--- config.mk ---
export PLATFORM = sky130hd
export DESIGN_NAME = serial_frame_transmitter
export DESIGN_NICKNAME = d
export VERILOG_FILES = /design/src/logic/frame_tx_pkg.sv /design/src/logic/serial_frame_transmitter.sv /design/src/logic/frame_sampler.sv
export VERILOG_INCLUDE_DIRS = /design/src /design/src/logic
export SDC_FILE = /design/constraint.sdc
export NUM_CORES = 1
export LEC_CHECK = 0
export BUFFER_PORTS_ARGS = -buffer_cell sky130_fd_sc_hd__buf_2
export CORE_MARGIN = 5
export CORE_UTILIZATION = 46
export CTS_BUF_LIST = sky130_fd_sc_hd__clkbuf_4 sky130_fd_sc_hd__clkbuf_8 sky130_fd_sc_hd__clkbuf_16
export DETAILED_ROUTE_END_ITERATION = 10
export PLACE_DENSITY = 0.69
export SLEW_MARGIN = 30
export SYNTH_ARGS = -nofsm -noshare
export SYNTH_HDL_FRONTEND = slang
export SYNTH_SLANG_ARGS = --single-unit
export TNS_END_PERCENT = 1
--- constraint.sdc ---
create_clock -name sys_clk -period 3 [get_ports sys_clk]
set_input_delay 0.75 -clock sys_clk [delete_from_list [all_inputs] [get_ports sys_clk]]
set_output_delay 0.75 -clock sys_clk [all_outputs]
set_load 0.005 [all_outputs]
--- src/logic/frame_tx_defines.svh ---
/*
  Register offsets, field positions, reset values and bit-rate counts
  for the serial frame transmitter. Assumes a 32-bit AXI4-Lite slave
  decoding the low address byte.
*/
`ifndef FRAME_TX_DEFINES_SVH
`define FRAME_TX_DEFINES_SVH

`define DATA_BUFFER_PORT_OFS  8'h00
`define CONTROL_A_REG_OFS     8'h04
`define CONTROL_B_REG_OFS     8'h08
`define CONTROL_C_REG_OFS     8'h0c
`define BAUD_DIVISOR_LOW_OFS  8'h10
`define BAUD_DIVISOR_HIGH_OFS 8'h14

`define A_EMPTY_POS    0
`define A_TXDONE_POS   1
`define A_RXDONE_POS   2
`define A_FRAMEERR_POS 3
`define A_DOUBLE_POS   4
`define B_TRANSMITTER_ENABLE_POS     0
`define B_RECEIVER_ENABLE_POS     1
`define B_TX9_POS      2
`define B_SIZE2_POS    3
`define B_RX9_POS      4
`define C_SIZE_POS     0
`define C_PARITY_POS   2
`define C_STOP_POS     4
`define C_SYNC_POS     5
`define C_MASTER_POS   6

`define CHAR_SIZE_RST  3'h3
`define DIVISOR_RST    12'h000
`define OS_TOP_NORMAL  4'hf
`define OS_TOP_DOUBLE  4'h7
`define RESP_OKAY      2'h0
`define RESP_SLVERR    2'h2

`endif

--- src/logic/frame_tx_pkg.sv ---
/*
  Types and shared decoding for the serial frame transmitter.
  Assumes nothing beyond a SystemVerilog compiler.
*/
package frame_tx_pkg;

  typedef enum logic [2:0] {
    st_idle  = 3'h0,
    st_start = 3'h1,
    st_data  = 3'h3,
    st_par   = 3'h2,
    st_stop1 = 3'h6,
    st_stop2 = 3'h7
  } tx_state_t;

  // Size codes 4..6 are reserved and behave as eight bits
  function automatic logic [3:0] char_bits(input logic [2:0] sz);
    case (sz)
      3'h0:    char_bits = 4'h5;
      3'h1:    char_bits = 4'h6;
      3'h2:    char_bits = 4'h7;
      3'h7:    char_bits = 4'h9;
      default: char_bits = 4'h8;
    endcase
  endfunction

  function automatic logic [8:0] char_mask(input logic [2:0] sz);
    char_mask = 9'h1ff >> (4'h9 - char_bits(sz));
  endfunction

endpackage

--- src/logic/serial_frame_transmitter.sv ---
/*
  Serial frame transmitter with AXI4-Lite registers, transmit buffer,
  bit-rate generator, sync clock and a shared-format receive sampler.
  Assumes one 20 MHz clock, synchronous reset, and the port pins outside.
*/
// The AXI4-Lite register port and the register offsets were left to the implementer.
// Behaviour
// Start bit is driven low.
// Every stop bit is driven high.
// Line rests high whenever no frame is sent.
// Transmitter and receiver share size, parity and stop settings.
// Software leaves the frame format alone during traffic.
// Three-bit size field picks five to nine data bits.
// Two-bit parity field picks none, even or odd.
// Stop select picks one or two stop bits.
// Receiver checks only the first stop bit for framing errors.
// Even parity is the XOR of all data bits.
// Odd parity is that XOR inverted.
// Parity bit follows last data bit, before first stop bit.
// Transmitter enable hands the pin to the serial output.
// Sync mode with transmitter enabled takes over the transfer clock pin; the code drives it only when clock_master is also set.
// Writing the data register starts a transmission.
// Buffer moves to shifter when idle or after last stop bit.
// Shifter sends one frame at divisor, double-speed or external rate.
// Data bits above the character size are discarded.
// Software waits for buffer empty before writing.
// Software clears transmit complete before each write if using it.
// Software sets divisor, then format, then enables.
// Software changes rate or format only with no transfer running.
// Start first, then data least significant bit first.
// Buffer empty flag clears on data write, sets when emptied.
// Transmit complete sets after frame with empty buffer; write one clears.
// Ninth bit is written before the low byte.
`timescale 1ns/1ps
`include "frame_tx_defines.svh"
module serial_frame_transmitter (
  input  wire logic        sys_clk,
  input  wire logic        srst,
  input  wire logic [31:0] awaddr,
  input  wire logic        awvalid,
  output logic             awready,
  input  wire logic [31:0] wdata,
  input  wire logic [3:0]  wstrb,
  input  wire logic        wvalid,
  output logic             wready,
  output logic [1:0]       bresp,
  output logic             bvalid,
  input  wire logic        bready,
  input  wire logic [31:0] araddr,
  input  wire logic        arvalid,
  output logic             arready,
  output logic [31:0]      rdata,
  output logic [1:0]       rresp,
  output logic             rvalid,
  input  wire logic        rready,
  input  wire logic        port_txd,
  output logic             txd_out,
  output logic             txd_override,
  input  wire logic        rxd_in,
  input  wire logic        transfer_clock_pin_in,
  output logic             transfer_clock_pin_out,
  output logic             transfer_clock_pin_oe
);
  import frame_tx_pkg::*;

  typedef struct packed {
    logic        aw_got;
    logic [7:0]  aw_a;
    logic        w_got;
    logic [7:0]  w_d;
    logic        w_s;
    logic        bvalid;
    logic [1:0]  bresp;
    logic        rvalid;
    logic [1:0]  rresp;
    logic [7:0]  rdata;
    logic        transmitter_enable;
    logic        receiver_enable;
    logic        ninth_transmit_bit;
    logic        double_speed_bit;
    logic        sync_mode;
    logic        clock_master;
    logic        stop_count_select;
    logic [2:0]  char_size_field;
    logic [1:0]  parity_mode_field;
    logic [11:0] baud_divisor;
    logic        buf_full;
    logic        transmit_complete_flag;
    logic        receive_complete_flag;
    logic        framing_error_flag;
    logic [8:0]  buf_d;
    logic [8:0]  sh;
    logic        par;
    tx_state_t   state;
    logic [3:0]  bitn;
    logic        line;
    logic [11:0] pre;
    logic [3:0]  os;
    logic        transfer_clock_pin;
    logic        xs1;
    logic        xs2;
    logic        xsp;
    logic        rs1;
    logic        rs2;
    logic [8:0]  rx_d;
  } regs_t;

  regs_t       st_r;
  regs_t       st_nxt;
  logic        tick;
  logic        os_tick;
  logic        bit_tick;
  logic [3:0]  os_top;
  logic [3:0]  nbits;
  logic        par_en;
  logic        wr_go;
  logic        data_wr;
  logic        load;
  logic        fin;
  logic        rx_done;
  logic [8:0]  rx_data;
  logic        rx_ferr;

  function automatic logic addr_ok(input logic [7:0] a);
    addr_ok = (a <= `BAUD_DIVISOR_HIGH_OFS) && (a[1:0] == 2'h0);
  endfunction

  function automatic logic [7:0] rd_mux(input regs_t r, input logic [7:0] a);
    rd_mux = 8'h00;
    case (a)
      `DATA_BUFFER_PORT_OFS: rd_mux = r.rx_d[7:0];
      `CONTROL_A_REG_OFS: begin
        rd_mux[`A_EMPTY_POS]    = !r.buf_full;
        rd_mux[`A_TXDONE_POS]   = r.transmit_complete_flag;
        rd_mux[`A_RXDONE_POS]   = r.receive_complete_flag;
        rd_mux[`A_FRAMEERR_POS] = r.framing_error_flag;
        rd_mux[`A_DOUBLE_POS]   = r.double_speed_bit;
      end
      `CONTROL_B_REG_OFS: begin
        rd_mux[`B_TRANSMITTER_ENABLE_POS]  = r.transmitter_enable;
        rd_mux[`B_RECEIVER_ENABLE_POS]  = r.receiver_enable;
        rd_mux[`B_TX9_POS]   = r.ninth_transmit_bit;
        rd_mux[`B_SIZE2_POS] = r.char_size_field[2];
        rd_mux[`B_RX9_POS]   = r.rx_d[8];
      end
      `CONTROL_C_REG_OFS: begin
        rd_mux[`C_SIZE_POS +: 2]   = r.char_size_field[1:0];
        rd_mux[`C_PARITY_POS +: 2] = r.parity_mode_field;
        rd_mux[`C_STOP_POS]        = r.stop_count_select;
        rd_mux[`C_SYNC_POS]        = r.sync_mode;
        rd_mux[`C_MASTER_POS]      = r.clock_master;
      end
      `BAUD_DIVISOR_LOW_OFS:  rd_mux = r.baud_divisor[7:0];
      `BAUD_DIVISOR_HIGH_OFS: rd_mux = {4'h0, r.baud_divisor[11:8]};
      default: rd_mux = 8'h00;
    endcase
  endfunction

  always_comb begin
    st_nxt  = st_r;
    load    = 1'b0;
    fin     = 1'b0;
    nbits   = char_bits(st_r.char_size_field);
    par_en  = st_r.parity_mode_field[1];
    st_nxt.xs1 = transfer_clock_pin_in;
    st_nxt.xs2 = st_r.xs1;
    st_nxt.xsp = st_r.xs2;
    st_nxt.rs1 = rxd_in;
    st_nxt.rs2 = st_r.rs1;

    // Bit-rate generation
    tick       = (st_r.pre == 12'h000);
    st_nxt.pre = tick ? st_r.baud_divisor : st_r.pre - 12'h001;
    os_top     = st_r.double_speed_bit ? `OS_TOP_DOUBLE : `OS_TOP_NORMAL;
    os_tick    = tick && !st_r.sync_mode;
    if (os_tick) begin
      st_nxt.os = (st_r.os == os_top) ? 4'h0 : st_r.os + 4'h1;
    end
    if (tick && st_r.sync_mode && st_r.clock_master) begin
      st_nxt.transfer_clock_pin = !st_r.transfer_clock_pin;
    end
    // Data changes on the rising transfer clock edge
    if (!st_r.sync_mode) begin
      bit_tick = os_tick && (st_r.os == os_top);
    end else if (st_r.clock_master) begin
      bit_tick = tick && !st_r.transfer_clock_pin;
    end else begin
      bit_tick = st_r.xs2 && !st_r.xsp;
    end

    // Bus slave: address and data taken in either order
    awready = !st_r.aw_got && !st_r.bvalid;
    wready  = !st_r.w_got && !st_r.bvalid;
    arready = !st_r.rvalid;
    if (awvalid && awready) begin
      st_nxt.aw_got = 1'b1;
      st_nxt.aw_a   = awaddr[7:0];
    end
    if (wvalid && wready) begin
      st_nxt.w_got = 1'b1;
      st_nxt.w_d   = wdata[7:0];
      st_nxt.w_s   = wstrb[0];
    end
    wr_go   = st_r.aw_got && st_r.w_got && !st_r.bvalid;
    data_wr = wr_go && st_r.w_s && (st_r.aw_a == `DATA_BUFFER_PORT_OFS);
    if (wr_go) begin
      st_nxt.aw_got = 1'b0;
      st_nxt.w_got  = 1'b0;
      st_nxt.bvalid = 1'b1;
      st_nxt.bresp  = addr_ok(st_r.aw_a) ? `RESP_OKAY : `RESP_SLVERR;
      if (st_r.w_s) begin
        case (st_r.aw_a)
          `CONTROL_A_REG_OFS: begin
            st_nxt.double_speed_bit = st_r.w_d[`A_DOUBLE_POS];
            if (st_r.w_d[`A_TXDONE_POS]) begin
              st_nxt.transmit_complete_flag = 1'b0;
            end
          end
          `CONTROL_B_REG_OFS: begin
            st_nxt.transmitter_enable     = st_r.w_d[`B_TRANSMITTER_ENABLE_POS];
            st_nxt.receiver_enable        = st_r.w_d[`B_RECEIVER_ENABLE_POS];
            st_nxt.ninth_transmit_bit     = st_r.w_d[`B_TX9_POS];
            st_nxt.char_size_field[2]     = st_r.w_d[`B_SIZE2_POS];
          end
          `CONTROL_C_REG_OFS: begin
            st_nxt.char_size_field[1:0] = st_r.w_d[`C_SIZE_POS +: 2];
            st_nxt.parity_mode_field    = st_r.w_d[`C_PARITY_POS +: 2];
            st_nxt.stop_count_select    = st_r.w_d[`C_STOP_POS];
            st_nxt.sync_mode            = st_r.w_d[`C_SYNC_POS];
            st_nxt.clock_master         = st_r.w_d[`C_MASTER_POS];
          end
          `BAUD_DIVISOR_LOW_OFS:  st_nxt.baud_divisor[7:0]  = st_r.w_d;
          `BAUD_DIVISOR_HIGH_OFS: st_nxt.baud_divisor[11:8] = st_r.w_d[3:0];
          default: ;
        endcase
      end
    end
    // A write into a full buffer is dropped; software must poll first
    if (data_wr && !st_r.buf_full) begin
      st_nxt.buf_d    = {st_r.ninth_transmit_bit, st_r.w_d}
                        & char_mask(st_r.char_size_field);
      st_nxt.buf_full = 1'b1;
    end
    if (st_r.bvalid && bready) begin
      st_nxt.bvalid = 1'b0;
    end
    if (arvalid && arready) begin
      st_nxt.rvalid = 1'b1;
      st_nxt.rresp  = addr_ok(araddr[7:0]) ? `RESP_OKAY : `RESP_SLVERR;
      st_nxt.rdata  = rd_mux(st_r, araddr[7:0]);
      if (araddr[7:0] == `DATA_BUFFER_PORT_OFS) begin
        st_nxt.receive_complete_flag = 1'b0;
      end
    end
    if (st_r.rvalid && rready) begin
      st_nxt.rvalid = 1'b0;
    end

    // Frame sequencer
    case (st_r.state)
      st_idle: begin
        load = st_r.transmitter_enable && st_r.buf_full;
      end
      st_start: begin
        if (bit_tick) begin
          st_nxt.state = st_data;
          st_nxt.line  = st_r.sh[0];
        end
      end
      st_data: begin
        if (bit_tick) begin
          if (st_r.bitn == nbits - 4'h1) begin
            st_nxt.state = par_en ? st_par : st_stop1;
            st_nxt.line  = par_en ? st_r.par : 1'b1;
          end else begin
            st_nxt.sh   = st_r.sh >> 1;
            st_nxt.line = st_r.sh[1];
            st_nxt.bitn = st_r.bitn + 4'h1;
          end
        end
      end
      st_par: begin
        if (bit_tick) begin
          st_nxt.state = st_stop1;
          st_nxt.line  = 1'b1;
        end
      end
      st_stop1: begin
        if (bit_tick) begin
          if (st_r.stop_count_select) begin
            st_nxt.state = st_stop2;
          end else begin
            fin = 1'b1;
          end
        end
      end
      st_stop2: begin
        fin = bit_tick;
      end
      default: begin
        st_nxt.state = st_idle;
        st_nxt.line  = 1'b1;
      end
    endcase
    // Pending data still goes out after the enable is dropped
    if (fin) begin
      load = st_r.buf_full;
      if (!st_r.buf_full) begin
        st_nxt.state                  = st_idle;
        st_nxt.line                   = 1'b1;
        st_nxt.transmit_complete_flag = 1'b1;
      end
    end
    if (load) begin
      st_nxt.state    = st_start;
      st_nxt.line     = 1'b0;
      st_nxt.sh       = st_r.buf_d;
      st_nxt.bitn     = 4'h0;
      st_nxt.buf_full = 1'b0;
      st_nxt.par      = (^st_r.buf_d) ^ st_r.parity_mode_field[0];
      if (!st_r.sync_mode && st_r.state == st_idle) begin
        // Restart the divider so the start bit is a full bit long
        st_nxt.os  = 4'h0;
        st_nxt.pre = st_r.baud_divisor;
      end
    end

    // Receive result; a new frame beats a same-cycle read clear
    if (rx_done) begin
      st_nxt.receive_complete_flag = 1'b1;
      st_nxt.rx_d                  = rx_data;
      st_nxt.framing_error_flag    = rx_ferr;
    end
  end

  always_ff @(posedge sys_clk) begin
    if (srst) begin
      st_r                 <= '0;
      st_r.line            <= 1'b1;
      st_r.state           <= st_idle;
      st_r.char_size_field <= `CHAR_SIZE_RST;
      st_r.baud_divisor    <= `DIVISOR_RST;
    end else begin
      st_r <= st_nxt;
    end
  end

  frame_sampler u_sampler (
    .sys_clk (sys_clk),
    .srst    (srst),
    .enable  (st_r.receiver_enable && !st_r.sync_mode),
    .os_tick (os_tick),
    .os_top  (os_top),
    .rxd     (st_r.rs2),
    .nbits   (nbits),
    .par_en  (par_en),
    .done    (rx_done),
    .data    (rx_data),
    .ferr    (rx_ferr)
  );

  assign bvalid                 = st_r.bvalid;
  assign bresp                  = st_r.bresp;
  assign rvalid                 = st_r.rvalid;
  assign rresp                  = st_r.rresp;
  assign rdata                  = {24'h000000, st_r.rdata};
  assign txd_override           = st_r.transmitter_enable || (st_r.state != st_idle);
  assign txd_out                = txd_override ? st_r.line : port_txd;
  assign transfer_clock_pin_out = st_r.transfer_clock_pin;
  assign transfer_clock_pin_oe  = st_r.transmitter_enable && st_r.sync_mode
                                  && st_r.clock_master;
endmodule // serial_frame_transmitter

--- src/logic/frame_sampler.sv ---
/*
  Receive-side frame sampler sharing the transmitter's frame format.
  Assumes rxd is already synchronised and os_tick is the oversample tick.
*/
`timescale 1ns/1ps
module frame_sampler (
  input  wire logic       sys_clk,
  input  wire logic       srst,
  input  wire logic       enable,
  input  wire logic       os_tick,
  input  wire logic [3:0] os_top,
  input  wire logic       rxd,
  input  wire logic [3:0] nbits,
  input  wire logic       par_en,
  output logic            done,
  output logic [8:0]      data,
  output logic            ferr
);
  import frame_tx_pkg::*;

  typedef struct packed {
    logic       busy;
    logic       start;
    logic [3:0] cnt;
    logic [3:0] idx;
    logic [8:0] sh;
    logic       done;
    logic [8:0] data;
    logic       ferr;
  } rx_regs_t;

  rx_regs_t st_r;
  rx_regs_t st_nxt;

  always_comb begin
    st_nxt      = st_r;
    st_nxt.done = 1'b0;
    if (!st_r.busy) begin
      if (enable && !rxd) begin
        st_nxt.busy  = 1'b1;
        st_nxt.start = 1'b1;
        st_nxt.cnt   = 4'h0;
      end
    end else if (os_tick) begin
      if (st_r.start) begin
        if (st_r.cnt == (os_top >> 1)) begin
          // A glitch shorter than half a bit is not a start
          st_nxt.busy  = !rxd;
          st_nxt.start = 1'b0;
          st_nxt.cnt   = 4'h0;
          st_nxt.idx   = 4'h0;
        end else begin
          st_nxt.cnt = st_r.cnt + 4'h1;
        end
      end else if (st_r.cnt == os_top) begin
        st_nxt.cnt = 4'h0;
        st_nxt.idx = st_r.idx + 4'h1;
        if (st_r.idx < nbits) begin
          st_nxt.sh = {rxd, st_r.sh[8:1]};
        end else if (!(par_en && st_r.idx == nbits)) begin
          // Only the first stop bit is looked at
          st_nxt.busy = 1'b0;
          st_nxt.done = 1'b1;
          st_nxt.data = st_r.sh >> (4'h9 - nbits);
          st_nxt.ferr = !rxd;
        end
      end else begin
        st_nxt.cnt = st_r.cnt + 4'h1;
      end
    end
  end

  always_ff @(posedge sys_clk) begin
    if (srst) begin
      st_r <= '0;
    end else begin
      st_r <= st_nxt;
    end
  end

  assign done = st_r.done;
  assign data = st_r.data;
  assign ferr = st_r.ferr;
endmodule // frame_sampler

==> results.md <==
* Boundary Pins at between 150 and 200
* Synth top area cells: dfxtp_1 (40%), mux2i_1 (6.6%), nor2_1 (6.5%), nand2_1 (4.6%), a21oi_1 (4.4%)
* Critical path type: flip-flop to flip-flop
* Die Y at 136 um
* Synth top cells by count: dfxtp_1 (147), nor2_1 (126), nand2_1 (89)
* Vias in the first global route at 5327
* Sequential power share at 0.440
* Internal power at ~3.6 mW
* Hold Path Class: flip-flop to flip-flop
* Yosys top cell by area: dfxtp_1
* Top FF cell, synth: dfxtp_1
* Clock-pin slew on the worst setup and hold paths at roughly 0.060 ns
* Avg Inst Size Synth at a little under 9 um2
* LEAKAGE at roughly 3.1 nW
* First-pass GRT wire length at 27.0 mm
* Root Driver: clkbuf_16
* Critical Path Source Type: flip-flop
* Logic pwr share at 0.133
* CTS Buf Count at 17
* Hold Path Origin: st_nxt[9]
* Critical Path RT at ~3.3 ns
* Clock share of power at 0.426
* Chip width at approximately 140 um
* Worst hold stages at 1
* Total die area at about 0.018 mm2
* Crit path DAT at around 3 ns
* Crit path max fanout at 17
* Async SR Flop Fraction at 0
* Worst slew margin at 0.536
* Core ar. at around 0.016 mm2
* Reg-to-reg startpoint: st_r[76]
* Final period utilization at 0.919
* Final ANT Viol Nets at 0
* TNS Setup at 0 ns
* Achievable frequency at around 360 MHz
* Starting Density at 0.464
* Switch Pwr at roughly 1.3 mW
* Layout Skew at around 0.0076 ns
* Flop2flop setup slack at roughly 0.24 ns
* Fin cells at between 1000 and 1500
* Layout Nets at 995
* Floorplan row count at 46
* 1st-iter DRT viols at ~380
* Area delta synth->final at 12.3%
* # diodes at 0
* H-tree depth at 4
* Sequential area share after synthesis at 0.404
* Reg2reg end: st_r[44]
* Hpwl dp at approximately 12 mm
* Post-CTS Hold Buffers at 0
* Pwr dens at around 600 mW/mm2
* Worst R2R Path Depth at 10
* VDD IR max at approximately 0.44 mV
* Drt drc at 0
* Hold Path End: st_r[9]
* Final setup vio count at 0
* DR WL/cell at between 15 and 20 um
* Distinct cells, synth at between 60 and 70
* Synth Cell Area at 0.00728 mm2
* Cells after Synth at roughly 840
* Fin. Hold Viols at 0
* Slew Viols, Final at 0
* CTS max path bufs at 2
* Status: finished clean
* Pin count of the biggest net entering global routing at 51
* Synthesized flop and latch total at 147
* Worst Setup End Kind: flip-flop
* Initial antenna violation count at 0
* GRT Total Usage at 0.186
* Tmin final at between 2 and 3 ns
* CTS tree: built
* Clock latency on the worst-skew pair at 0.43 ns
* RSZ-0062 raised after global routing: false
* Most numerous cell in the Yosys netlist: dfxtp_1
* Switching share of power at 0.258
* Layout cell share with drive strength beyond 1 at 0.155
* I/O Buffers at 53
* 1st-pass router iterations at 5
* Ys Warns at 0
* Final wirelength at between 15 and 20 mm
* Placed cell count at between 1000 and 1500
* Placer congestion estimate at 0.840
* Vias per Instance at roughly 5.3
* Yosys top cell area share at 0.404
* Total gr overflow at 0
* Clock tree sinks at approximately 150
* Via count at just under 6000
* Worst-margin pin slew at just under 0.7 ns
* Max-Cap Viols at 0
* EDFF count, synth at 0
==> metrics by stage <==
stage	setup slack (ns)	instance area, um2	power [mW]	hold slack [ns]	utilization
after floorplan	0.495	7380	2.71	0.414	-
after global placement	0.208	7590	2.84	0.417	0.483
after detailed placement	0.145	7590	2.85	0.428	0.483
after CTS	0.118	8180	4.94	0.441	0.520
after global routing	0.0277	8180	5.12	0.466	0.521
final	0.242	8180	4.91	0.439	0.521
==> worst max path at each step <==
stage	startpoint	end	slack, ns	cells after the start
6_report	st_r[76]	st_r[44]	0.24	10
5_1_grt	st_r[78]	st_r[44]	0.03	10
4_1_cts	st_r[76]	st_r[43]	0.12	10
3_5_place_dp	st_r[76]	st_r[44]	0.15	10
3_3_place_gp	st_r[76]	st_r[47]	0.21	10
2_1_floorplan	st_r[77]	st_r[43]	0.50	12
==> state kept, by name (all words and copies together) (netlist names) <==
name,cells
u_sampler.data,9
rvalid,1
transfer_clock_pin_out,1
st_nxt,3
st_r,100
bresp,1
bvalid,1
rdata,8
rresp,1
u_sampler.ferr,1
u_sampler.st_r,19
u_sampler.done,1
par_en,1
==> area by class of cell <==
class	count	area, um2
Fill cell	1474	7530
Multi-Input combinational cell	621	3920
Sequential cell	147	2940
Clock buffer	22	482
Timing Repair Buffer	67	398
Tap cell	216	270
Clock inverter	10	106
Inverter	16	60.1
==> routing by layer <==
| metal | part of all wire | global-route usage | vias to the layer above |
|---|---|---|---|
| met5 | 0 | 0 | - |
| met2 | 0.46 | 0.301 | 143 |
| met3 | 0.047 | 0.0411 | 22 |
| met4 | 0.015 | 0.0655 | 0 |
| li1 | - | - | 2948 |
| met1 | 0.48 | 0.245 | 2719 |
==> worst max-delay path, cell delays in order (launching register included) <==
cell and delay [ns]:
dfxtp_1 0.39, and3_1 0.26, nor2_4 0.29, inv_1 0.14
ha_1 0.33, xnor2_1 0.16, o2111ai_2 0.25, nand3_2 0.25
buf_12 0.18, nor3_1 0.07, a2111oi_2 0.34
==> cells by family after synthesis <==
kind of cell | synth area share
multiplexers | 0.100
flip-flops | 0.404
XOR/XNOR | 0.0313
other | 0.000515
AND/OR/NAND/NOR | 0.225
buffers and inverters | 0.0718
AO/OA/AOI/OAI | 0.141
adder cells (fa/ha/maj) | 0.0258
==> cell usage in the layout (no fill, tap or decap), drive strengths merged, types with 4 or more instances in the layout <==
master,netlist,routed
xor2,5,5
nand2,89,89
buf,51,67
o21ai,21,21
nand2b,10,10
nor4,6,6
mux4,9,9
nand3,21,21
nor2b,13,13
a21oi,65,65
or3,9,9
dfxtp,147,147
a311oi,5,5
conb,1,26
nor2,128,128
inv,14,14
xnor2,21,21
a221oi,9,9
nand3b,8,8
clkinv,2,9
a211oi,17,17
ha,15,15
a2111oi,8,8
mux2i,48,48
a21o,6,6
and3,6,6
clkbuf,29,22
nand4b,7,7
mux2,4,4
or2,4,4
nor3,18,18
nor3b,8,8
and2,5,5
==> power by group through the flow <==
stage               clock network (mW)  logic [mW]  registers, mW
floorplan                            0       0.539           2.17
global placement                     0       0.643           2.20
detailed placement                   0       0.650           2.20
CTS                               2.13       0.657           2.16
global route                      2.20       0.740           2.17
finish                            2.09       0.655           2.16
==> timing repair <==
item                                    CTS  global route
resized for setup                         0             1
buffers inserted                          0             0
endpoints found under the setup margin    0             7
Note: power is estimated with default switching activity, not from simulation.
